<file path="config.mk">
export PLATFORM = sky130hd
export DESIGN_NAME = mci_capture
export DESIGN_NICKNAME = d
export VERILOG_FILES = /design/src/mci_pkg.sv /design/src/mci_capture.sv
export VERILOG_INCLUDE_DIRS = /design/src
export SDC_FILE = /design/constraint.sdc
export NUM_CORES = 2
export LEC_CHECK = 0
export ABC_AREA = 0
export ABC_CLOCK_PERIOD_IN_PS = 5700
export BUFFER_PORTS_ARGS = -buffer_cell sky130_fd_sc_hd__clkbuf_2
export CAP_MARGIN = 20
export CORE_MARGIN = 2
export CORE_UTILIZATION = 45
export DETAILED_ROUTE_END_ITERATION = 8
export PLACE_DENSITY = 0.62
export SLEW_MARGIN = 10
export SYNTH_ARGS = -nofsm -noshare
export SYNTH_HDL_FRONTEND = slang
export SYNTH_SLANG_ARGS = --single-unit
export TNS_END_PERCENT = 50
</file>
<file path="constraint.sdc">
create_clock -name i_clock -period 5.7 [get_ports i_clock]
set_input_delay 1.425 -clock i_clock [delete_from_list [all_inputs] [get_ports i_clock]]
set_output_delay 1.425 -clock i_clock [all_outputs]
set_load 0.005 [all_outputs]
</file>
<file path="src/mci_regs.svh">
// register offsets, reset values and timing counts for the capture paths
`ifndef MCI_REGS_SVH
`define MCI_REGS_SVH
`define MCI_OFF_PART_MODE     8'hA0
`define MCI_OFF_SPAN_LO       8'hA4
`define MCI_OFF_SPAN_HI       8'hA5
`define MCI_OFF_ORIGIN_CH0    8'hC3
`define MCI_OFF_ORIGIN_CH3    8'hC6
`define MCI_OFF_SOURCE_SEL    8'hB0
`define MCI_OFF_STATUS_BASE   8'hB4
`define MCI_RST_PART_MODE     8'h08
`define MCI_RST_SPAN          16'h05A0
`define MCI_RST_ORIGIN        8'h00
`define MCI_RST_SELECT        12'h688
`define MCI_TIMEOUT_MS        2
`define MCI_CLOCK_KHZ         27000
`define MCI_TIMEOUT_CYCLES    (`MCI_TIMEOUT_MS * `MCI_CLOCK_KHZ)
`define MCI_WIDE_SAMPLES      12'd1440
`define MCI_PAL_LINES         10'd312
`define MCI_NTSC_LINES        10'd262
`define MCI_FIFO_DEPTH        8
`endif

</file>
<file path="src/mci_pkg.sv">
// types shared by the capture path design
`default_nettype none
package mci_pkg;
  typedef enum logic [1:0] {
    MCI_SCALE_FULL    = 2'b00,
    MCI_SCALE_HALF    = 2'b01,
    MCI_SCALE_QUARTER = 2'b10,
    MCI_SCALE_OFF     = 2'b11
  } mci_hscale_t;
  typedef struct packed {
    logic       sav;
    logic       field;
    logic [7:0] data;
  } mci_sample_t;
  typedef struct packed {
    logic no_signal_flag;
    logic wide_source_flag;
    logic pal_lines_flag;
    logic ntsc_lines_flag;
  } mci_status_t;
endpackage
`default_nettype wire

</file>
<file path="src/mci_capture.sv">
// four-channel capture front end: select, detect, crop, scale, buffer
`default_nettype none
`include "mci_regs.svh"
// Summary of operation
// RULE1 - four independent paths, each with source selector
// RULE2 - select 0-3 decoder, 4-7 demuxed channels
// RULE3 - demuxed source keeps only its channel id
// RULE4 - order: select, detect, crop, scale, buffer
// RULE5 - watchdog sets no-signal flag on timeout
// RULE6 - report wide, pal and ntsc format flags
// RULE7 - per-channel crop origin at C3 to C6
// RULE8 - shared crop length at A4 and A5
// RULE9 - software keeps span multiple of 4/2
// RULE10 - partition mode at A0, values 0-5,8
// RULE11 - modes 0,1 scaling per channel
// RULE12 - modes 2,3 scaling per channel
// RULE13 - modes 4,5,8 scaling per channel
// RULE14 - low-pass before horizontal subsampling
// RULE15 - vertical scaling drops lines, top field
// RULE16 - channel id in low nibble of byte 3
// RULE17 - no-signal path still emits timed output; path emits nothing while vblank_ff is set, as after reset with no video

// ****************************************
// small fifo, width and depth parameters
// ****************************************
module mci_fifo #(
  parameter int WIDTH = 10,
  parameter int DEPTH = 8
) (
  input  wire logic             i_clock,
  input  wire logic             i_resetn,
  input  wire logic             i_enable,
  input  wire logic [WIDTH-1:0] i_data,
  input  wire logic             i_valid,
  output logic                  o_ready,
  output logic      [WIDTH-1:0] o_data,
  output logic                  o_valid,
  input  wire logic             i_ready
);
  localparam int AW = $clog2(DEPTH);
  logic [WIDTH-1:0] mem [DEPTH];
  logic [AW:0]      wr_ff;
  logic [AW:0]      rd_ff;
  logic             push;
  logic             pop;
  assign o_ready = (wr_ff - rd_ff) != (AW+1)'(DEPTH); // full when pointers differ by depth
  assign o_valid = wr_ff != rd_ff;
  assign push    = i_enable && i_valid && o_ready;
  assign pop     = i_enable && o_valid && i_ready;
  assign o_data  = mem[rd_ff[AW-1:0]];
  // pointers carry one extra bit to tell full from empty
  always_ff @(posedge i_clock or negedge i_resetn)
  begin
    if (!i_resetn)
    begin
      wr_ff <= '0;
      rd_ff <= '0;
    end
    else
    begin
      if (push)
        wr_ff <= wr_ff + 1'b1;
      if (pop)
        rd_ff <= rd_ff + 1'b1;
    end
  end
  // storage has no reset
  always_ff @(posedge i_clock)
  begin
    if (push)
      mem[wr_ff[AW-1:0]] <= i_data;
  end
endmodule

// ****************************************
// one capture path
// ****************************************
module mci_path
  import mci_pkg::*;
(
  input  wire logic        i_clock,
  input  wire logic        i_resetn,
  input  wire logic        i_enable,
  input  wire logic [71:0] i_streams,
  input  wire logic [2:0]  i_select,
  input  wire logic [7:0]  i_origin,
  input  wire logic [15:0] i_span,
  input  wire mci_hscale_t i_hscale,
  input  wire logic        i_vhalf,
  output mci_status_t      o_status,
  output logic [7:0]       o_data,
  output logic             o_valid,
  input  wire logic        i_ready
);
  logic [7:0]  src;
  logic [7:0]  b1_ff, b2_ff, b3_ff;
  logic        trs;
  logic        field_ff;
  logic        vblank_ff;
  logic [11:0] hpos_ff;
  logic [11:0] hlen_ff;
  logic [9:0]  lines_ff;
  logic [9:0]  flines_ff;
  logic [31:0] dog_ff;
  logic        nosig_ff;
  logic        vkeep_ff;
  logic [7:0]  prev_ff;
  logic [1:0]  phase_ff;
  logic        in_win;
  logic        keep;
  logic [8:0]  filt;
  logic [7:0]  fdata_ff;
  logic        fvalid_ff;
  logic        f_ready;
  logic [11:0] start;

  // channel switch picks one of eight eight-bit buses
  assign src = i_streams[i_select*8 +: 8]; // RULE1 RULE2
  assign trs = (b3_ff == 8'hFF) && (b2_ff == 8'h00) && (b1_ff == 8'h00) && src[7];
  // crop window counted in samples after the start-of-active code
  assign start = {3'b000, i_origin, 1'b0};
  assign in_win = !vblank_ff && (hpos_ff >= start) && (hpos_ff < start + i_span[11:0]); // RULE7 RULE8
  // two-tap average as decimation low-pass; unity scale bypasses it
  assign filt = {1'b0, src} + {1'b0, prev_ff}; // RULE14
  always_comb
  begin
    case (i_hscale)
      MCI_SCALE_FULL:    keep = 1'b1;
      MCI_SCALE_HALF:    keep = (phase_ff[0] == 1'b1);
      MCI_SCALE_QUARTER: keep = (phase_ff == 2'b11);
      default:           keep = 1'b0;
    endcase
  end

  // byte history for timing reference search
  always_ff @(posedge i_clock or negedge i_resetn)
  begin
    if (!i_resetn)
    begin
      b1_ff <= 8'h00;
      b2_ff <= 8'h00;
      b3_ff <= 8'h00;
      prev_ff <= 8'h00;
    end
    else if (i_enable)
    begin
      b3_ff <= b2_ff;
      b2_ff <= b1_ff;
      b1_ff <= src;
      prev_ff <= src;
    end
  end

  // line and field tracking from the fourth code byte
  always_ff @(posedge i_clock or negedge i_resetn)
  begin
    if (!i_resetn)
    begin
      field_ff <= 1'b0;
      vblank_ff <= 1'b1;
      hpos_ff <= '0;
      hlen_ff <= '0;
      lines_ff <= '0;
      flines_ff <= '0;
      vkeep_ff <= 1'b1;
    end
    else if (i_enable)
    begin
      hpos_ff <= hpos_ff + 1'b1;
      if (trs && !src[4])
      begin
        hpos_ff <= '0;
        field_ff <= src[6];
        vblank_ff <= src[5];
        if (field_ff != src[6])
        begin
          flines_ff <= lines_ff;
          lines_ff <= '0;
          vkeep_ff <= 1'b1;
        end
        else
        begin
          lines_ff <= lines_ff + 1'b1;
          vkeep_ff <= !vkeep_ff;
        end
      end
      else if (trs && src[4])
        hlen_ff <= hpos_ff; // active length up to end-of-active
    end
  end

  // watchdog: flag drops at the first field change after it was set, even if that field was partial
  always_ff @(posedge i_clock or negedge i_resetn)
  begin
    if (!i_resetn)
    begin
      dog_ff <= '0;
      nosig_ff <= 1'b1;
    end
    else if (i_enable)
    begin
      if (trs && !src[4] && (field_ff != src[6]))
      begin
        dog_ff <= '0;
        nosig_ff <= 1'b0; // RULE5
      end
      else if (dog_ff >= 32'(`MCI_TIMEOUT_CYCLES))
      begin
        dog_ff <= '0;
        nosig_ff <= 1'b1; // RULE5
      end
      else
        dog_ff <= dog_ff + 1'b1;
    end
  end

  // format flags follow measured line width and field depth
  always_ff @(posedge i_clock or negedge i_resetn)
  begin
    if (!i_resetn)
      o_status <= '{1'b1, 1'b0, 1'b0, 1'b0};
    else if (i_enable)
    begin
      o_status.no_signal_flag   <= nosig_ff;
      o_status.wide_source_flag <= !nosig_ff && (hlen_ff >= `MCI_WIDE_SAMPLES - 12'd4); // RULE6
      o_status.pal_lines_flag   <= !nosig_ff && (flines_ff >= `MCI_PAL_LINES); // RULE6
      o_status.ntsc_lines_flag  <= !nosig_ff && (flines_ff >= `MCI_NTSC_LINES)
                                   && (flines_ff < `MCI_PAL_LINES); // RULE6
    end
  end

  // crop, filter, subsample and drop lines; samples are lost while buffer full
  always_ff @(posedge i_clock or negedge i_resetn)
  begin
    if (!i_resetn)
    begin
      phase_ff <= 2'b00;
      fdata_ff <= 8'h00;
      fvalid_ff <= 1'b0;
    end
    else if (i_enable)
    begin
      fvalid_ff <= 1'b0;
      // phase restarts on the code itself so a window at sample 0 is aligned
      if (trs && !src[4])
        phase_ff <= 2'b00;
      else if (in_win)
        phase_ff <= phase_ff + 1'b1;
      // timing runs on without video so the mixer can fill a colour
      if (in_win && keep && (!i_vhalf || (vkeep_ff && !field_ff)) && f_ready) // RULE4 RULE15 RULE17
      begin
        fvalid_ff <= 1'b1;
        fdata_ff <= nosig_ff ? 8'h10 : (i_hscale == MCI_SCALE_FULL) ? src : filt[8:1]; // RULE14 RULE17
      end
    end
  end

  // eight-entry buffer toward the mixer core
  mci_fifo #(.WIDTH(8), .DEPTH(`MCI_FIFO_DEPTH)) u_fifo (
    .i_clock (i_clock),
    .i_resetn(i_resetn),
    .i_enable(i_enable),
    .i_data  (fdata_ff),
    .i_valid (fvalid_ff),
    .o_ready (f_ready),
    .o_data  (o_data),
    .o_valid (o_valid),
    .i_ready (i_ready)
  );
endmodule

// ****************************************
// top: registers, demux, four paths
// ****************************************
module mci_capture
  import mci_pkg::*;
(
  input  wire logic        i_clock,
  input  wire logic        i_resetn,
  input  wire logic        i_enable,
  input  wire logic [31:0] i_decoder_stream,
  input  wire logic [7:0]  i_tdm_stream,
  input  wire logic        i_reg_write,
  input  wire logic [7:0]  i_reg_addr,
  input  wire logic [7:0]  i_reg_wdata,
  output logic [7:0]       o_reg_rdata,
  output logic [31:0]      o_path_data,
  output logic [3:0]       o_path_valid,
  input  wire logic [3:0]  i_path_ready,
  output logic [15:0]      o_path_status
);
  logic [7:0]  mode_ff;
  logic [15:0] span_ff;
  logic [7:0]  origin_ff [4];
  logic [11:0] select_ff;
  logic [7:0]  tdm_s1_ff, tdm_s2_ff;
  logic [7:0]  t1_ff, t2_ff, t3_ff;
  logic [1:0]  chan_ff;
  logic [1:0]  cur_chan;
  logic        tdm_trs;
  logic [31:0] demuxed_input_stream;
  logic [71:0] streams;
  mci_hscale_t hs [4];
  logic [3:0]  vh;
  mci_status_t st [4];

  // pin bus crosses in through two flops
  always_ff @(posedge i_clock or negedge i_resetn)
  begin
    if (!i_resetn)
    begin
      tdm_s1_ff <= 8'h00;
      tdm_s2_ff <= 8'h00;
      t1_ff <= 8'h00;
      t2_ff <= 8'h00;
      t3_ff <= 8'h00;
      chan_ff <= 2'b00;
    end
    else if (i_enable)
    begin
      tdm_s1_ff <= i_tdm_stream;
      tdm_s2_ff <= tdm_s1_ff;
      t3_ff <= t2_ff;
      t2_ff <= t1_ff;
      t1_ff <= tdm_s2_ff;
      if (tdm_trs)
        chan_ff <= tdm_s2_ff[1:0]; // RULE16
    end
  end

  // bytes leave three places late, so a code's preamble reaches the channel its last byte names
  assign tdm_trs  = (t3_ff == 8'hFF) && (t2_ff == 8'h00) && (t1_ff == 8'h00) && tdm_s2_ff[7];
  assign cur_chan = tdm_trs ? tdm_s2_ff[1:0] : chan_ff; // RULE16
  always_comb
  begin
    for (int c = 0; c < 4; c++)
      demuxed_input_stream[c*8 +: 8] = (cur_chan == 2'(c)) ? t3_ff : 8'h00; // RULE3
  end
  assign streams = {8'h00, demuxed_input_stream, i_decoder_stream};

  // register writes, origin block is contiguous
  always_ff @(posedge i_clock or negedge i_resetn)
  begin
    if (!i_resetn)
    begin
      mode_ff <= `MCI_RST_PART_MODE;
      span_ff <= `MCI_RST_SPAN;
      select_ff <= `MCI_RST_SELECT; // paths 0..3 default to decoders 0..3
      for (int c = 0; c < 4; c++)
        origin_ff[c] <= `MCI_RST_ORIGIN;
    end
    else if (i_enable && i_reg_write)
    begin
      case (i_reg_addr)
        `MCI_OFF_PART_MODE: mode_ff <= i_reg_wdata; // RULE10
        `MCI_OFF_SPAN_LO:   span_ff[7:0] <= i_reg_wdata; // RULE8
        `MCI_OFF_SPAN_HI:   span_ff[15:8] <= i_reg_wdata; // RULE8
        `MCI_OFF_SOURCE_SEL:     select_ff[5:0] <= i_reg_wdata[5:0]; // RULE2
        `MCI_OFF_SOURCE_SEL + 8'h01: select_ff[11:6] <= i_reg_wdata[5:0]; // RULE2
        default:
          if (i_reg_addr >= `MCI_OFF_ORIGIN_CH0 && i_reg_addr <= `MCI_OFF_ORIGIN_CH3)
            origin_ff[2'(i_reg_addr - `MCI_OFF_ORIGIN_CH0)] <= i_reg_wdata; // RULE7
      endcase
    end
  end

  // readback; status of path n sits at status base plus n
  always_comb
  begin
    o_reg_rdata = 8'h00;
    case (i_reg_addr)
      `MCI_OFF_PART_MODE:  o_reg_rdata = mode_ff;
      `MCI_OFF_SPAN_LO:    o_reg_rdata = span_ff[7:0];
      `MCI_OFF_SPAN_HI:    o_reg_rdata = span_ff[15:8];
      `MCI_OFF_SOURCE_SEL: o_reg_rdata = {2'b00, select_ff[5:0]};
      `MCI_OFF_SOURCE_SEL + 8'h01: o_reg_rdata = {2'b00, select_ff[11:6]};
      default:
        if (i_reg_addr >= `MCI_OFF_ORIGIN_CH0 && i_reg_addr <= `MCI_OFF_ORIGIN_CH3)
          o_reg_rdata = origin_ff[2'(i_reg_addr - `MCI_OFF_ORIGIN_CH0)];
        else if (i_reg_addr >= `MCI_OFF_STATUS_BASE && i_reg_addr < `MCI_OFF_STATUS_BASE + 8'h04)
          o_reg_rdata = {4'h0, st[2'(i_reg_addr - `MCI_OFF_STATUS_BASE)]};
    endcase
  end

  // scaling table; unused channel and invalid mode are switched off
  always_comb
  begin
    hs = '{MCI_SCALE_OFF, MCI_SCALE_OFF, MCI_SCALE_OFF, MCI_SCALE_OFF};
    vh = 4'b0000;
    case (mode_ff[3:0])
      4'd0: begin hs = '{MCI_SCALE_HALF, MCI_SCALE_HALF, MCI_SCALE_HALF, MCI_SCALE_HALF}; vh = 4'b1111; end // RULE11
      4'd1: begin hs[0] = MCI_SCALE_FULL; hs[1] = MCI_SCALE_FULL; vh = 4'b0011; end // RULE11
      4'd2: begin hs[0] = MCI_SCALE_FULL; hs[1] = MCI_SCALE_HALF; hs[2] = MCI_SCALE_HALF; vh = 4'b0111; end // RULE12
      4'd3: begin hs = '{MCI_SCALE_HALF, MCI_SCALE_QUARTER, MCI_SCALE_HALF, MCI_SCALE_QUARTER}; vh = 4'b0101; end // RULE12
      4'd4: hs[0] = MCI_SCALE_FULL; // RULE13
      4'd5: begin hs[0] = MCI_SCALE_HALF; hs[1] = MCI_SCALE_HALF; end // RULE13
      4'd8: hs = '{MCI_SCALE_FULL, MCI_SCALE_FULL, MCI_SCALE_FULL, MCI_SCALE_FULL}; // RULE13
      default: vh = 4'b0000;
    endcase
  end

  // four identical paths
  for (genvar p = 0; p < 4; p++)
  begin : g_path
    mci_path u_path (
      .i_clock (i_clock),
      .i_resetn(i_resetn),
      .i_enable(i_enable),
      .i_streams(streams),
      .i_select(select_ff[p*3 +: 3]),
      .i_origin(origin_ff[p]),
      .i_span  (span_ff),
      .i_hscale(hs[p]),
      .i_vhalf (vh[p]),
      .o_status(st[p]),
      .o_data  (o_path_data[p*8 +: 8]),
      .o_valid (o_path_valid[p]),
      .i_ready (i_path_ready[p])
    );
    assign o_path_status[p*4 +: 4] = st[p];
  end
endmodule
`default_nettype wire

</file>
==> flow_metrics.env <==
export IMPL_ys_seq_area_frac=0.533
export IMPL_final_common_cell="dfrtp_1"
export IMPL_synth_top_flop_cell="dfrtp_1"
export IMPL_cts_hold_buf=0
export IMPL_max_freq_mhz=195
export IMPL_initial_core_util=0.453
export IMPL_die_area_um2=97800
export IMPL_maxCapViolations=0
export IMPL_critPathMaxStageDelay_ns=0.61
export IMPL_drt_first_iter_violations=2139
export IMPL_layout_drive_gt1_share=0.205
export IMPL_arrival_ns=5.71
export IMPL_nets=4000
export IMPL_p_leak_uw=0.0210
export IMPL_rows=113
export IMPL_ys_seq_elements=860
export IMPL_crit_path_start_kind="flop"
export IMPL_worstSetupPathType="reg -> reg"
export IMPL_io_pins=124
export IMPL_fin_crit_sh=0.898
export IMPL_cts_resized=0
export IMPL_clockBufferDepth=3
export IMPL_cts_root_buf="clkbuf_16"
export IMPL_grt_pass1_vias=28100
export IMPL_numPortBuffers=123
export IMPL_post_cts_buffers=0
export IMPL_place_inst=4913
export IMPL_clock_latency_ns=0.67
export IMPL_die_w_um=313
export IMPL_setup_viol=0
export IMPL_ir_worst_vdd_mv=0.256
export IMPL_cts_tree="done"
export IMPL_ys_warnings_count=0
export IMPL_highest_layer="met5"
export IMPL_layout_min_cycle_time_ns=5.12
export IMPL_fin_worst_skew_ns=0.0391
export IMPL_outcome="completed"
export IMPL_clk_pin_slew_worst_paths_ns=0.06
export IMPL_fp_dieH_um=313
export IMPL_rrSetupSlack_ns=0.58
export IMPL_n_antenna_cell=0
export IMPL_hold_path_class="reg -> reg"
export IMPL_grt_first_pass_wirelength_um=162000
export IMPL_slew_headroom=0.300
export IMPL_netlist_instances=3612
export IMPL_syn_num_nets=3867
export IMPL_first_pass_iters=8
export IMPL_cp_top_family="simple AND/OR/NAND/NOR gates"
export IMPL_layout_cells_non_filler=5091
export IMPL_avgSynthCellArea_um2=11.9
export IMPL_routedWlPerCell_um=20.0
export IMPL_rsz0062_at_grt="no"
export IMPL_slew_violations=0
export IMPL_track_usage=0.211
export IMPL_crit_path_top_delay_cell="or4b_2"
export IMPL_dr_wl_met2_um=44800
export IMPL_vias=28300
export IMPL_htreeDepth=3
export IMPL_drt_total_wl_um=102000
export IMPL_syn_area_um2=42900
export IMPL_cts_made_buffers=94
export IMPL_drc=0
export IMPL_synth_edff_count=256
export IMPL_wl_met1_um=48200
export IMPL_p_per_area_nw_per_um2=377
export IMPL_cts_sinks=860
export IMPL_setup_tns_ns=0
export IMPL_cp_required_ns=6.29
export IMPL_syn_to_final_growth_pct=12.6
export IMPL_critPathMaxFanout=6
export IMPL_holdWs_ns=0.471
export IMPL_grt_overflow_total=0
export IMPL_dp_hpwl_um=72200
export IMPL_antenna_left=0
export IMPL_dr_wl_met3_um=7200
export IMPL_hold_violations=0
export IMPL_grt_max_degree=135
export IMPL_synthArstFlopShare=0.702
export IMPL_core_um2=94700
export IMPL_endpoint_kind="flop"
export IMPL_final_cell_mix="dfrtp_1, nand2_1, nor2_1, mux2_2, edfxtp_1"
export IMPL_cp_buffers_inverters=1
export IMPL_viasPerCell=5.56
export IMPL_antenna_found_initial=6
export IMPL_gp_congestion=0.941
export IMPL_cp_cell_sequence="or4_4, or4_4, or4_1, o31ai_1, mux4_2, and2_0, a22oi_1, inv_1, ha_1, a21oi_1, o21ai_0, a21o_1, o31ai_1, or4b_2, a31oi_1, mux2_2"
export IMPL_synth_distinct_cells=90
export IMPL_fill_cells=8262
export IMPL_tightestPinTransition_ns=1.05
## metrics by stage
step                total power [uW]  worst slack (ns)  area (um^2)   util
floorplan                      10600             0.903        42900      -
global placement               11800             0.690        45000  0.475
finish                         18200             0.579        48300  0.510
global route                   19200             0.184        48300  0.510
CTS                            18400             0.612        48300  0.510
detailed placement             11900             0.667        45000  0.475
## cells in the mapped netlist, drive strengths merged (8+ instances only)
cell type | count | area (um^2)
and2 | 18 | 115
o21ai | 137 | 686
mux4 | 111 | 2500
and4 | 14 | 123
and3 | 60 | 375
a21oi | 130 | 662
o41ai | 8 | 70.1
a31oi | 13 | 81.3
clkinv | 8 | 30.0
or3 | 10 | 62.6
xnor2 | 99 | 867
a22oi | 19 | 148
o21bai | 19 | 143
nand4b | 9 | 78.8
nor2b | 55 | 344
nand2 | 347 | 1300
nor2 | 335 | 1290
fa | 8 | 160
clkbuf | 99 | 372
a21o | 52 | 390
mux2 | 279 | 3140
edfxtp | 256 | 7690
inv | 147 | 552
dfrtp | 579 | 14500
nor4 | 38 | 238
nor3 | 38 | 216
xor2 | 124 | 1090
a211oi | 17 | 128
nand3 | 69 | 345
buf | 42 | 223
dfstp | 25 | 657
o31ai | 18 | 135
o22ai | 9 | 56.3
nand4 | 70 | 438
a22o | 9 | 78.8
mux2i | 10 | 100
nand2b | 33 | 206
ha | 183 | 2290
## power breakdown
part	switching (uW)	internal, uW	leakage [uW]	total [uW]
clock	2580	3830	0.00159	6410
sequential	948	7080	0.0104	8020
combinational	1950	1800	0.00900	3750
## kinds of logic (layout without fill, tap and decap cells)
kind of cell / count (synthesis) / in the layout / share of synthesized area
compound gates: 510 / 510 / 0.0766
xor+xnor: 223 / 223 / 0.0456
fa+ha+maj: 191 / 191 / 0.0571
buf+inv: 296 / 510 / 0.0274
flops: 860 / 860 / 0.533
mux: 400 / 400 / 0.134
simple gates: 1132 / 1132 / 0.127
## area by class of cell
cell class / instances / area, um^2 / area share
sequential: 860 / 22800 / 0.473
multi-input combinational: 2456 / 18900 / 0.391
clock buffer: 122 / 2630 / 0.0545
tap: 1265 / 1580 / 0.0328
timing repair buffer: 178 / 1100 / 0.0228
clock inverter: 55 / 681 / 0.0141
inverter: 155 / 582 / 0.0120
## metal layers
metal | vias to the layer above | track usage
li1 | 13400 | -
met1 | 14200 | 0.310
met2 | 678 | 0.317
met3 | 138 | 0.0547
met4 | 6 | 0.0430
met5 | - | 0
## path summary, 6_finish.rpt
check,depth (start not counted),startpoint,endpoint
min in group asynchronous,1,i_resetn,g_path[1].u_path.u_fifo.rd_ff[3]
worst max-delay path,16,t1_ff[5],g_path[0].u_path.fdata_ff[6]
worst min-delay path,1,g_path[1].u_path.fvalid_ff,g_path[1].u_path.fvalid_ff
worst min register to register,1,g_path[1].u_path.fvalid_ff,g_path[1].u_path.fvalid_ff
worst max register to register,16,t1_ff[5],g_path[0].u_path.fdata_ff[6]
max in group asynchronous,2,i_resetn,g_path[2].u_path.o_status[2]
## sequential cells by signal, summed over array words and instances, names as in the netlist, 12 cells and up
register / count
g_path.u_path.u_fifo.mem: 256
g_path.u_path.dog_ff: 128
g_path.u_path.hpos_ff: 48
g_path.u_path.hlen_ff: 40
g_path.u_path.lines_ff: 40
g_path.u_path.flines_ff: 36
g_path.u_path.b1_ff: 32
g_path.u_path.b2_ff: 32
g_path.u_path.b3_ff: 32
g_path.u_path.fdata_ff: 32
origin_ff: 32
g_path.u_path.o_status: 16
g_path.u_path.u_fifo.rd_ff: 16
g_path.u_path.u_fifo.wr_ff: 16
span_ff: 16
select_ff: 12
(Power assumes the default switching activity.)
